--- src/hw/csr_params.svh ---
`ifndef CSR_PARAMS_SVH
`define CSR_PARAMS_SVH

// Register byte offsets on the bus
`define CSR_OFS_STATUS 8'h00
`define CSR_OFS_OPTION 8'h04
`define CSR_OFS_INTCTL 8'h08
`define CSR_OFS_PINCHG 8'h0C
`define CSR_OFS_TIMER 8'h10

// Reset values
`define CSR_RST_STATUS_HI 3'h0
`define CSR_RST_OPTION 8'hFF
`define CSR_RST_INTCTL 8'h00
`define CSR_RST_PINCHG 6'h00

// Arithmetic status fields
`define CSR_ST_BANK 5
`define CSR_ST_TO 4
`define CSR_ST_PD 3
`define CSR_ST_Z 2
`define CSR_ST_DC 1
`define CSR_ST_C 0

// Option fields
`define CSR_OP_PUDIS 7
`define CSR_OP_EDGE 6
`define CSR_OP_TCS 5
`define CSR_OP_TSE 4
`define CSR_OP_PSA 3

// Interrupt control fields
`define CSR_IC_GIE 7
`define CSR_IC_PERIPHERAL_IRQ_ENABLE 6
`define CSR_IC_TIMER_OVERFLOW_IRQ_ENABLE 5
`define CSR_IC_EXT_PIN_IRQ_ENABLE 4
`define CSR_IC_PCIE 3
`define CSR_IC_T0F 2
`define CSR_IC_EXT_PIN_IRQ_FLAG 1
`define CSR_IC_PCF 0

`endif

--- src/hw/csr_pkg.sv ---
package csr_pkg;

    typedef enum logic [2:0] {
        CSR_ALU_ADD,
        CSR_ALU_SUB,
        CSR_ALU_LOGIC,
        CSR_ALU_ROR,
        CSR_ALU_ROL
    } csr_alu_op_t;

endpackage

--- src/hw/csr_core_regs.sv ---
// How it works
// Flag-affecting instruction writing status keeps flag logic values for Z, DC, C; code keeps only the affected flags, others take result bits.
// Software writes never change the timeout and power-down flags.
// Bank select bit 5 picks upper or lower direct data bank.
// Timeout flag sets on power-up, watchdog clear or sleep; clears on time-out.
// Power-down flag sets on power-up or watchdog clear; clears on sleep.
// Zero flag follows whether the operation result is zero.
// Digit carry shows carry out of bit 3; inverted borrow on subtract.
// Carry shows carry out of bit 7; subtract adds two's complement.
// Rotates load carry with the bit shifted out.
// Pull-up disable bit forces all pull-ups off, else per-pin settings.
// Edge select picks rising or falling edge of external interrupt pin.
// Timer clock source picks external pin transitions or instruction clock.
// Source edge picks falling or rising pin transitions for the timer.
// Prescaler assignment attaches shared prescaler to watchdog or timer.
// Rate n divides timer by 2^(n+1), watchdog by 2^n.
// Software gets undivided timer by assigning prescaler to watchdog.
// Interrupt flags set on their condition regardless of enables.
// Global enable gates all interrupts; peripheral enable gates peripheral ones.
// Per-source enables unmask timer, pin and port change; port needs pin enables.
// Timer overflow flag sets on rollover, holds until cleared; count not reset.
// External flag sets on the selected edge, cleared only by software.
// Port change flag sets when an enabled pin 5..0 changes, holds till cleared.
// Interrupt request when global enable and any enabled flag set.
//
// The AHB-Lite interface to the registers and the placing of the registers were left to the implementer.
`timescale 1ns/10ps
`default_nettype none
`include "csr_params.svh"

module csr_core_regs #(
    parameter int PINS = 6
) (
    // Clock and reset
    input wire logic hclk,
    input wire logic hresetn,
    // AHB-Lite slave
    input wire logic hsel,
    input wire logic [31:0] haddr,
    input wire logic [1:0] htrans,
    input wire logic hwrite,
    input wire logic [2:0] hsize,
    input wire logic [31:0] hwdata,
    input wire logic hready,
    output logic hreadyout,
    output logic hresp,
    output logic [31:0] hrdata,
    // Core datapath
    input wire logic alu_valid,
    input wire csr_pkg::csr_alu_op_t alu_op,
    input wire logic [7:0] alu_a,
    input wire logic [7:0] alu_b,
    input wire logic alu_dest_status,
    output logic [7:0] alu_result,
    input wire logic [6:0] dir_addr,
    output logic [7:0] data_addr,
    // Power and watchdog events
    input wire logic watchdog_clear_instr,
    input wire logic sleep_instr,
    input wire logic watchdog_timeout,
    input wire logic watchdog_base_tick,
    output logic watchdog_tick,
    // Pins
    input wire logic ext_irq_pin,
    input wire logic ext_timer_clock_pin,
    input wire logic [PINS-1:0] port_pins,
    input wire logic [PINS-1:0] pin_pullup_req,
    output logic [PINS-1:0] pullup_enable,
    // Interrupts
    input wire logic periph_irq_pending,
    output logic irq_req
);
    import csr_pkg::*;

    logic [2:0] status_hi;
    logic [2:0] arith_flags;
    logic watchdog_timeout_flag;
    logic power_down_flag;
    logic [7:0] option_config;
    logic [7:0] interrupt_control;
    logic [PINS-1:0] pin_change_detect_enables;
    logic [7:0] timer_count;
    logic [7:0] presc_cnt;
    logic ext_irq_prev;
    logic ext_clk_prev;
    logic [PINS-1:0] port_prev;
    logic dp_wr;
    logic [7:0] dp_addr;
    logic [7:0] arith_status;
    logic [7:0] rd_val;
    logic [8:0] sum9;
    logic [4:0] dsum5;
    logic [7:0] next_result;
    logic [2:0] fl_val;
    logic [2:0] fl_mask;
    logic addr_ok;
    logic wr_status;
    logic wr_option;
    logic wr_intctl;
    logic wr_pinchg;
    logic wr_timer;
    logic ext_edge;
    logic timer_src_tick;
    logic presc_src_tick;
    logic presc_hit;
    logic timer_inc;
    logic timer_roll;
    logic port_change;
    logic irq_any;

    function automatic logic rate_hit(input logic [7:0] cnt, input logic [3:0] k);
        logic [7:0] mask;
        mask = 8'((9'h001 << k) - 9'h001);
        rate_hit = (cnt & mask) == mask;
    endfunction

    function automatic logic flag_next(input logic cur, input logic set, input logic wr,
                                       input logic wval);
        flag_next = set | (wr ? wval : cur);
    endfunction

    assign arith_status = {status_hi, watchdog_timeout_flag, power_down_flag, arith_flags};

    // Bus address phase and decode
    assign addr_ok = hsel && htrans[1] && hready;
    assign wr_status = dp_wr && (dp_addr == `CSR_OFS_STATUS);
    assign wr_option = dp_wr && (dp_addr == `CSR_OFS_OPTION);
    assign wr_intctl = dp_wr && (dp_addr == `CSR_OFS_INTCTL);
    assign wr_pinchg = dp_wr && (dp_addr == `CSR_OFS_PINCHG);
    assign wr_timer = dp_wr && (dp_addr == `CSR_OFS_TIMER);

    always_comb begin
        case (haddr[7:0])
            `CSR_OFS_STATUS: rd_val = arith_status;
            `CSR_OFS_OPTION: rd_val = option_config;
            `CSR_OFS_INTCTL: rd_val = interrupt_control;
            `CSR_OFS_PINCHG: rd_val = 8'(pin_change_detect_enables);
            `CSR_OFS_TIMER: rd_val = timer_count;
            default: rd_val = 8'h00;
        endcase
    end

    always_ff @(posedge hclk or negedge hresetn) begin
        if (!hresetn) begin
            dp_wr <= 1'b0;
            dp_addr <= 8'h00;
            hrdata <= 32'h0000_0000;
            hreadyout <= 1'b1;
            hresp <= 1'b0;
        end else begin
            dp_wr <= addr_ok && hwrite;
            if (addr_ok) begin
                dp_addr <= haddr[7:0];
            end
            if (addr_ok && !hwrite) begin
                hrdata <= {24'h00_0000, rd_val};
            end
            hreadyout <= 1'b1;
            hresp <= 1'b0;
        end
    end

    // ALU flag logic
    always_comb begin
        sum9 = 9'h000;
        dsum5 = 5'h00;
        next_result = 8'h00;
        fl_val = 3'h0;
        fl_mask = 3'h0;
        case (alu_op)
            CSR_ALU_ADD: begin
                sum9 = {1'b0, alu_a} + {1'b0, alu_b};
                dsum5 = {1'b0, alu_a[3:0]} + {1'b0, alu_b[3:0]};
                next_result = sum9[7:0];
                fl_val[`CSR_ST_C] = sum9[8];
                fl_val[`CSR_ST_DC] = dsum5[4];
                fl_mask = 3'h7;
            end
            CSR_ALU_SUB: begin
                sum9 = {1'b0, alu_a} + {1'b0, ~alu_b} + 9'h001;
                dsum5 = {1'b0, alu_a[3:0]} + {1'b0, ~alu_b[3:0]} + 5'h01;
                next_result = sum9[7:0];
                fl_val[`CSR_ST_C] = sum9[8];
                fl_val[`CSR_ST_DC] = dsum5[4];
                fl_mask = 3'h7;
            end
            CSR_ALU_LOGIC: begin
                next_result = alu_b;
                fl_mask = 3'h4;
            end
            CSR_ALU_ROR: begin
                next_result = {arith_flags[`CSR_ST_C], alu_a[7:1]};
                fl_val[`CSR_ST_C] = alu_a[0];
                fl_mask = 3'h1;
            end
            CSR_ALU_ROL: begin
                next_result = {alu_a[6:0], arith_flags[`CSR_ST_C]};
                fl_val[`CSR_ST_C] = alu_a[7];
                fl_mask = 3'h1;
            end
            default: begin
                next_result = 8'h00;
            end
        endcase
        fl_val[`CSR_ST_Z] = (next_result == 8'h00);
    end

    always_ff @(posedge hclk or negedge hresetn) begin
        if (!hresetn) begin
            alu_result <= 8'h00;
        end else if (alu_valid) begin
            alu_result <= next_result;
        end
    end

    // Arithmetic status: bank bits and flags
    always_ff @(posedge hclk or negedge hresetn) begin
        if (!hresetn) begin
            status_hi <= `CSR_RST_STATUS_HI;
            arith_flags <= 3'h0;
        end else if (alu_valid) begin
            if (alu_dest_status) begin
                status_hi <= next_result[7:5];
            end
            for (int i = 0; i < 3; i++) begin
                if (fl_mask[i]) begin
                    arith_flags[i] <= fl_val[i];
                end else if (alu_dest_status) begin
                    arith_flags[i] <= next_result[i];
                end
            end
        end else if (wr_status) begin
            status_hi <= hwdata[7:5];
            arith_flags <= hwdata[2:0];
        end
    end

    // Timeout and power-down flags, hardware only
    always_ff @(posedge hclk or negedge hresetn) begin
        if (!hresetn) begin
            watchdog_timeout_flag <= 1'b1;
            power_down_flag <= 1'b1;
        end else begin
            if (watchdog_timeout) begin
                watchdog_timeout_flag <= 1'b0;
            end else if (watchdog_clear_instr || sleep_instr) begin
                watchdog_timeout_flag <= 1'b1;
            end
            if (sleep_instr) begin
                power_down_flag <= 1'b0;
            end else if (watchdog_clear_instr) begin
                power_down_flag <= 1'b1;
            end
        end
    end

    // Direct data address with bank select
    always_ff @(posedge hclk or negedge hresetn) begin
        if (!hresetn) begin
            data_addr <= 8'h00;
        end else begin
            data_addr <= {status_hi[`CSR_ST_BANK-5], dir_addr};
        end
    end

    // Option and pin change enables
    always_ff @(posedge hclk or negedge hresetn) begin
        if (!hresetn) begin
            option_config <= `CSR_RST_OPTION;
            pin_change_detect_enables <= `CSR_RST_PINCHG;
        end else begin
            if (wr_option) begin
                option_config <= hwdata[7:0];
            end
            if (wr_pinchg) begin
                pin_change_detect_enables <= hwdata[PINS-1:0];
            end
        end
    end

    always_ff @(posedge hclk or negedge hresetn) begin
        if (!hresetn) begin
            pullup_enable <= '0;
        end else if (option_config[`CSR_OP_PUDIS]) begin
            pullup_enable <= '0;
        end else begin
            pullup_enable <= pin_pullup_req;
        end
    end

    // Pin history for edge and change detection
    always_ff @(posedge hclk or negedge hresetn) begin
        if (!hresetn) begin
            ext_irq_prev <= 1'b0;
            ext_clk_prev <= 1'b0;
            port_prev <= '0;
        end else begin
            ext_irq_prev <= ext_irq_pin;
            ext_clk_prev <= ext_timer_clock_pin;
            port_prev <= port_pins;
        end
    end

    assign ext_edge = option_config[`CSR_OP_EDGE] ? (ext_irq_pin && !ext_irq_prev)
                                                  : (!ext_irq_pin && ext_irq_prev);
    assign timer_src_tick = !option_config[`CSR_OP_TCS] ? 1'b1 :
                            option_config[`CSR_OP_TSE] ? (!ext_timer_clock_pin && ext_clk_prev)
                                                       : (ext_timer_clock_pin && !ext_clk_prev);
    assign port_change = |((port_pins ^ port_prev) & pin_change_detect_enables);

    // Shared prescaler
    assign presc_src_tick = option_config[`CSR_OP_PSA] ? watchdog_base_tick : timer_src_tick;
    assign presc_hit = rate_hit(presc_cnt, option_config[`CSR_OP_PSA]
                                ? {1'b0, option_config[2:0]}
                                : {1'b0, option_config[2:0]} + 4'h1);
    assign timer_inc = option_config[`CSR_OP_PSA] ? timer_src_tick : (presc_src_tick && presc_hit);
    assign timer_roll = timer_inc && (timer_count == 8'hFF);

    always_ff @(posedge hclk or negedge hresetn) begin
        if (!hresetn) begin
            presc_cnt <= 8'h00;
        end else if (wr_timer && !option_config[`CSR_OP_PSA]) begin
            presc_cnt <= 8'h00;
        end else if (presc_src_tick) begin
            presc_cnt <= presc_cnt + 8'h01;
        end
    end

    always_ff @(posedge hclk or negedge hresetn) begin
        if (!hresetn) begin
            watchdog_tick <= 1'b0;
        end else if (option_config[`CSR_OP_PSA]) begin
            watchdog_tick <= watchdog_base_tick && presc_hit;
        end else begin
            watchdog_tick <= watchdog_base_tick;
        end
    end

    // Timer count keeps its value across reset
    always_ff @(posedge hclk) begin
        if (wr_timer) begin
            timer_count <= hwdata[7:0];
        end else if (timer_inc) begin
            timer_count <= timer_count + 8'h01;
        end
    end

    // Interrupt control: enables and sticky flags, set wins over clear
    always_ff @(posedge hclk or negedge hresetn) begin
        if (!hresetn) begin
            interrupt_control <= `CSR_RST_INTCTL;
        end else begin
            if (wr_intctl) begin
                interrupt_control[7:3] <= hwdata[7:3];
            end
            interrupt_control[`CSR_IC_T0F] <= flag_next(interrupt_control[`CSR_IC_T0F],
                timer_roll, wr_intctl, hwdata[`CSR_IC_T0F]);
            interrupt_control[`CSR_IC_EXT_PIN_IRQ_FLAG] <= flag_next(interrupt_control[`CSR_IC_EXT_PIN_IRQ_FLAG],
                ext_edge, wr_intctl, hwdata[`CSR_IC_EXT_PIN_IRQ_FLAG]);
            interrupt_control[`CSR_IC_PCF] <= flag_next(interrupt_control[`CSR_IC_PCF],
                port_change, wr_intctl, hwdata[`CSR_IC_PCF]);
        end
    end

    assign irq_any = (interrupt_control[`CSR_IC_TIMER_OVERFLOW_IRQ_ENABLE] && interrupt_control[`CSR_IC_T0F])
                  || (interrupt_control[`CSR_IC_EXT_PIN_IRQ_ENABLE] && interrupt_control[`CSR_IC_EXT_PIN_IRQ_FLAG])
                  || (interrupt_control[`CSR_IC_PCIE] && interrupt_control[`CSR_IC_PCF])
                  || (interrupt_control[`CSR_IC_PERIPHERAL_IRQ_ENABLE] && periph_irq_pending);

    always_ff @(posedge hclk or negedge hresetn) begin
        if (!hresetn) begin
            irq_req <= 1'b0;
        end else begin
            irq_req <= interrupt_control[`CSR_IC_GIE] && irq_any;
        end
    end

    // Assertions
    property p_flags_kept;
        @(posedge hclk) disable iff (!hresetn)
        (alu_valid && alu_dest_status && alu_op == CSR_ALU_ADD)
        |=> arith_status[`CSR_ST_C] == $past(sum9[8]) && arith_status[`CSR_ST_Z] == (alu_result == 8'h00);
    endproperty
    a_flags_kept: assert property (p_flags_kept) else $error("status flags not from flag logic");

    property p_to_pd_ro;
        @(posedge hclk) disable iff (!hresetn)
        (wr_status && !watchdog_timeout && !watchdog_clear_instr && !sleep_instr)
        |=> $stable(arith_status[4:3]);
    endproperty
    a_to_pd_ro: assert property (p_to_pd_ro) else $error("software changed timeout or power-down");

    property p_bank_addr;
        @(posedge hclk) disable iff (!hresetn)
        hresetn |=> data_addr == {$past(arith_status[`CSR_ST_BANK]), $past(dir_addr)};
    endproperty
    a_bank_addr: assert property (p_bank_addr) else $error("bank select not steering address");

    property p_timeout;
        @(posedge hclk) disable iff (!hresetn)
        watchdog_timeout |=> !arith_status[`CSR_ST_TO];
    endproperty
    a_timeout: assert property (p_timeout) else $error("timeout flag not cleared");

    property p_sleep;
        @(posedge hclk) disable iff (!hresetn)
        (sleep_instr && !watchdog_timeout) |=> !arith_status[`CSR_ST_PD] && arith_status[`CSR_ST_TO];
    endproperty
    a_sleep: assert property (p_sleep) else $error("sleep did not update power flags");

    property p_rotate_carry;
        @(posedge hclk) disable iff (!hresetn)
        (alu_valid && alu_op == CSR_ALU_ROR) |=> arith_status[`CSR_ST_C] == $past(alu_a[0]);
    endproperty
    a_rotate_carry: assert property (p_rotate_carry) else $error("rotate carry wrong");

    property p_pullup_off;
        @(posedge hclk) disable iff (!hresetn)
        option_config[`CSR_OP_PUDIS] |=> pullup_enable == '0;
    endproperty
    a_pullup_off: assert property (p_pullup_off) else $error("pull-ups active while disabled");

    property p_ext_flag;
        @(posedge hclk) disable iff (!hresetn)
        (option_config[`CSR_OP_EDGE] && $rose(ext_irq_pin)) |=> interrupt_control[`CSR_IC_EXT_PIN_IRQ_FLAG];
    endproperty
    a_ext_flag: assert property (p_ext_flag) else $error("rising edge did not set pin flag");

    property p_t0f_hold;
        @(posedge hclk) disable iff (!hresetn)
        (interrupt_control[`CSR_IC_T0F] && !wr_intctl) |=> interrupt_control[`CSR_IC_T0F];
    endproperty
    a_t0f_hold: assert property (p_t0f_hold) else $error("overflow flag lost");

    property p_gie_block;
        @(posedge hclk) disable iff (!hresetn)
        !interrupt_control[`CSR_IC_GIE] |=> !irq_req;
    endproperty
    a_gie_block: assert property (p_gie_block) else $error("request while globally disabled");

endmodule // csr_core_regs

`default_nettype wire

--- config.mk ---
export PLATFORM = sky130hd
export DESIGN_NAME = csr_core_regs
export DESIGN_NICKNAME = d
export VERILOG_FILES = /design/src/hw/csr_pkg.sv /design/src/hw/csr_core_regs.sv
export VERILOG_INCLUDE_DIRS = /design/src /design/src/hw
export SDC_FILE = /design/constraint.sdc
export NUM_CORES = 1
export LEC_CHECK = 0
export BUFFER_PORTS_ARGS = -buffer_cell sky130_fd_sc_hd__buf_2
export CORE_UTILIZATION = 52
export CTS_CLUSTER_SIZE = 28
export DETAILED_ROUTE_END_ITERATION = 8
export PLACE_DENSITY = 0.83
export SKIP_LAST_GASP = 1
export SYNTH_ARGS = -nofsm -noshare
export SYNTH_HDL_FRONTEND = slang
export SYNTH_SLANG_ARGS = --single-unit
--- constraint.sdc ---
create_clock -name hclk -period 3.8 [get_ports hclk]
set_input_delay 0.38 -clock hclk [delete_from_list [all_inputs] [get_ports hclk]]
set_output_delay 0.38 -clock hclk [all_outputs]
set_load 0.01 [all_outputs]
After elaboration in Yosys (flattened, before gate mapping):

Index checks and enable logic that the tools add are counted.

* bits in registers: 95
* input bits: 121

* add/sub/neg operators: 10
* equal/unequal tests: 18
* shift operators: 1
* multiplexer cells: 35
* bitwise logic cells: 8
* reduce and logical (&&, ||, !) cells: 48

Operators by type and width (number)
* 8-bit case mux with 5 select lines: 2
* 8-bit by 4-bit == test with 1-bit output (second input constant): 4
* 8-bit two-way mux: 4
* 8-bit logical NOT: 3
* 1-bit logical AND: 22
* 1-bit two-way mux: 19
* 8-bit by 8-bit adder with 9-bit output: 2
* 8-bit by 1-bit adder with 8-bit output (second input constant): 2
* 8-bit by 3-bit == test with 1-bit output (second input constant): 2
* 8-bit by 5-bit == test with 1-bit output (second input constant): 2
* 3-bit two-way mux: 5
* 4-bit by 4-bit adder with 5-bit output: 2
* 2-bit nonzero test: 5
* 9-bit by 1-bit adder with 9-bit output (second input constant): 1
* 3-bit by 1-bit inequality test with 1-bit output (second input constant): 3
* 3-bit case mux with 3 select lines: 1
* 8-bit AND: 1
* 8-bit == test: 1
* 8-bit == test (second input constant): 1
* 8-bit inverter: 1
* 2-bit AND reduction: 4
* 1-bit by 4-bit << shifter with 8-bit output (first input constant): 1
* 8-bit by 1-bit subtractor with 8-bit output (second input constant): 1
* 6-bit AND: 1
* 18 further kinds: 30

Longest topological paths before layout:

* word-level depth: 10
* gate-level depth with buffers: 12
* depth with buffers taken out: 11

Worst setup path before layout:

No wires, ideal clock.

* kind: register -> register
* start point: reg option_config[0]
* end point: reg timer_count[0], enable pin
* setup time: 374 ps
* arrival: 2674 ps
* required time: 3426 ps
* path slack: 752 ps
* stages on the path, launching flop included: 12
* path through: dfstp_2 > ha_1 > nor3b_2 > a21oi_1 > o21ai_0 > inv_1 > ha_1 > o32a_1 > o221ai_1 > nor3b_1 > a31oi_1 > o21ai_1

* longest elaborated chain between the ends: 9

Ends and longest elaborated chain
* start, declared: line csr_core_regs.sv:79 `logic [7:0] option_config;`
* start signal, assigned: line csr_core_regs.sv:269 `` option_config <= `CSR_RST_OPTION; ``
* start signal, assigned: line csr_core_regs.sv:273 `option_config <= hwdata[7:0];`
* 3-bit by 1-bit adder with 4-bit output: line csr_core_regs.sv:315 `: {1'b0, option_config[2:0]} + 4'h1);`
* 4-bit two-way mux *: line csr_core_regs.sv:313 `` assign presc_hit = rate_hit(presc_cnt, option_config[`CSR_OP_PSA] ``
* 1-bit by 4-bit << shifter with 8-bit output *: line csr_core_regs.sv:113 `mask = 8'((9'h001 << k) - 9'h001);`
* 8-bit by 1-bit subtractor with 8-bit output *: line csr_core_regs.sv:113
* 8-bit AND: line csr_core_regs.sv:114 `rate_hit = (cnt & mask) == mask;`
* 8-bit == test *: line csr_core_regs.sv:114
* 1-bit logical AND *: line csr_core_regs.sv:316 `` assign timer_inc = option_config[`CSR_OP_PSA] ? timer_src_tick : (presc_src_tick && presc_hit); ``
* 1-bit two-way mux *: line csr_core_regs.sv:316
* 2-bit nonzero test (no line) *
* end signal, assigned: line csr_core_regs.sv:342 `timer_count <= hwdata[7:0];`
* end signal, assigned: line csr_core_regs.sv:344 `timer_count <= timer_count + 8'h01;`
* end, declared: line csr_core_regs.sv:82 `logic [7:0] timer_count;`

Mark *: on every way between the ends. The rest lies on a longest branch, timed or not.
A chain may end at the register's enable or synchronous reset.

Worst setup path in the final report:

* start point: reg option_config[1]
* end point: reg timer_count[2], enable pin

The elaborated chain is that of the path after synthesis.

==> flow_summary.yaml <==
layout:
  final_layout_size_suffix_gt1_frac: 0.248
  diodes: 0
  syn_to_final_growth_pct: 11.2
  nets: 820
  n_fill_cell: 940
  seq_area_um2: 2430
  fin_cells: 822
  final_common_cell: "buf_2"
  layout_common_cells: "buf_2, dfrtp_1, nor2_1"
  multi_input_area_um2: 3030
power:
  power.internal_mw: 1.83
  swShare: 0.330
  p_leak_nw: 2.90
  power.share.sequential: 0.507
  clockPowerShare: 0.233
  p_total_mw: 2.74
  peakVddDrop_uv: 293
  combPwrFrac: 0.260
  powerDensity_nw_per_um2: 425
  p_sw_mw: 0.902
setup_path:
  cp_max_fo: 11
  rr_worst_depth: 12
  start_kind: "flip-flop"
  rrSetupSlack_ns: 0.43
  end_kind: "flip-flop"
  crit_required_ns: 3.87
  cp.arrival_ns: 3.44
  worstSetupPathType: "reg2reg"
floorplan:
  die_h_um: 108
  start_util: 0.534
  die_width_um: 108
  core_area_um2: 10800
  ios: 179
  die_area_um2: 11600
  num_rows: 38
clock_network:
  cts_tree: "built"
  cts_max_path_buffers: 2
  path_clk_slew_ns: 0.09
  h-tree-depth: 3
  clockRootBuffer: "clkbuf_8"
  clk_latency_ns: 0.36
  clock-sinks: 95
  cts_hold_buf: 0
  cts_resized: 0
  post-cts-setup-buffers: 0
  cts_made_buffers: 9
global_route:
  antenna_found_initial: 0
  grt_max_degree: 88
  grt.overflow.total: 0
  track_usage: 0.252
  grt_pass1_wl_mm: 22.5
  grt_pass1_vias: 4608
timing:
  worst_pin_slew_ns: 1.06
  rsz0062_at_grt: "no"
  layout_setup_ws_ns: 0.425
  final.period_utilization: 0.888
  slew_headroom: 0.295
  fmax_ghz: 0.296
  min_period_ns: 3.37
  fin_worst_skew_ns: 0.0105
  hold_ws_ns: 0.121
  finalMaxSlewViolations: 0
  hold_viol_final: 0
  final.setup.tns_ns: 0
  finalSetupViolCount: 0
placement:
  dp_cells: 806
  place_hpwl_mm: 10.4
  dp_worst_setup_slack_ns: 0.466
  place_congestion: 0.866
  place.port_buffers: 100
synthesis:
  postSynthRegisterBits: 95
  yosysUniqueCellTypes: 73
  synth.yosys.warnings: 0
  synthFlopType: "dfrtp_1"
  async_flop_share: 0.916
  synth-edff-count: 8
  syn_area_um2: 5790
  syn_area_per_cell_um2: 9.81
  ys_seq_area_frac: 0.420
  syn_inst: 590
detailed_routing:
  wirelength_mm: 13.9
  drt_iter0_markers: 433
  vias: 4825
  firstDrtPassIters: 5
  drc: 0
  postRouteAntennaNets: 0
  viasPerCell: 5.87
  wl_per_cell_um: 16.9
min_path:
  hold_class: "in2reg"
  worstHoldPathCells: 1
job:
  drv_cap: 0
outcome:
  outcome: "completed"
## routing by layer
metal | vias up | GRT usage | routed length, µm
li1 | 2245 | - | -
met1 | 2368 | 0.326 | 5940
met2 | 183 | 0.412 | 6680
met3 | 29 | 0.0521 | 892
met4 | 0 | 0.101 | 361
met5 | - | 0 | 0
## path summary, 6_finish.rpt
kind,startpoint,endpoint
hold / removal,dir_addr[6],data_addr[6]
hold reg to reg,status_hi[0],data_addr[7]
setup reg to reg,option_config[1],timer_count[2]
min in group asynchronous,hresetn,presc_cnt[7]
max in group asynchronous,hresetn,hrdata[0]
setup / recovery,option_config[1],timer_count[2]
## sequential cells by signal, summed over array words and instances (netlist names), 3 cells and up
register	flops
option_config	8
arith_flags	3
alu_result	8
timer_count	8
interrupt_control	8
pin_change_detect_enables	6
dp_addr	8
hrdata	8
data_addr	8
status_hi	3
port_prev	6
pullup_enable	6
presc_cnt	8
## per-stage QoR
stage          area [µm²]  utilization
2_1_floorplan        5880            -
3_3_place_gp         6250        0.576
3_5_place_dp         6250        0.576
4_1_cts              6440        0.594
5_1_grt              6440        0.594
6_report             6440        0.594
## cell families (layout without fill, tap and decap cells)
family / after synthesis / count (layout) / synth area share
multiplexers: 49 / 49 / 0.0918
flip-flops: 95 / 95 / 0.420
AND/OR/NAND/NOR: 174 / 174 / 0.152
buffers and inverters: 76 / 144 / 0.0730
AO/OA/AOI/OAI: 147 / 147 / 0.174
adder cells (fa/ha/maj): 22 / 22 / 0.0501
XOR/XNOR: 25 / 25 / 0.0378
other: 2 / 26 / 0.00130
## Yosys cell counts (all sizes together), types with 3 or more instances
master  count  area share
a221oi      3      0.0045
dfstp      10       0.045
o31ai       3      0.0039
o21ai      24       0.021
nor2b      17       0.018
a21oi      42       0.036
nand2      27       0.018
and2        4      0.0043
nand2b     10       0.011
nor3        7      0.0060
a21boi      4      0.0052
a211oi      7      0.0099
nor3b       7       0.011
a22o       11       0.017
buf        41       0.050
a31oi       3      0.0032
o21a        6      0.0078
nand4       3      0.0032
o21bai      4      0.0052
a32oi       3      0.0058
xor2       14       0.021
mux2i      16       0.028
o211ai      4      0.0052
nor2       63       0.041
and3        4      0.0043
xnor2      11       0.017
clkbuf      9      0.0060
dfrtp      77        0.33
inv        26       0.017
edfxtp      8       0.041
nand3      13       0.011
o221ai      3      0.0045
a22oi       7      0.0091
ha         20       0.043
mux2       33       0.064
nor4        7      0.0086
a222oi      6       0.010
## layout make-up
cell class,instances,area share
Timing Repair Buffer,102,0.0805
Multi-Input combinational cell,443,0.470
Tap cell,140,0.0272
Clock buffer,12,0.0241
Clock inverter,4,0.00544
Inverter,26,0.0152
Sequential cell,95,0.377
## power groups by stage
stage	sequential, mW	clock (mW)	combinational, mW
floorplan	1.37	0	0.504
global placement	1.39	0	0.678
detailed placement	1.41	0	0.706
CTS	1.39	0.650	0.712
global route	1.41	0.696	0.796
finish	1.39	0.637	0.710
## worst max-delay path, cell delays in order (launching register included)
cell and delay [ns]:
dfstp_2 0.65, ha_1 0.33, nor3b_2 0.32, a21oi_1 0.10
o21ai_0 0.25, inv_1 0.08, ha_1 0.28, o32a_1 0.13
o221ai_1 0.10, nor3b_1 0.29, a31oi_1 0.18, o21ai_1 0.16
buf_4 0.22
Note: power is estimated with default switching activity, not from simulation.
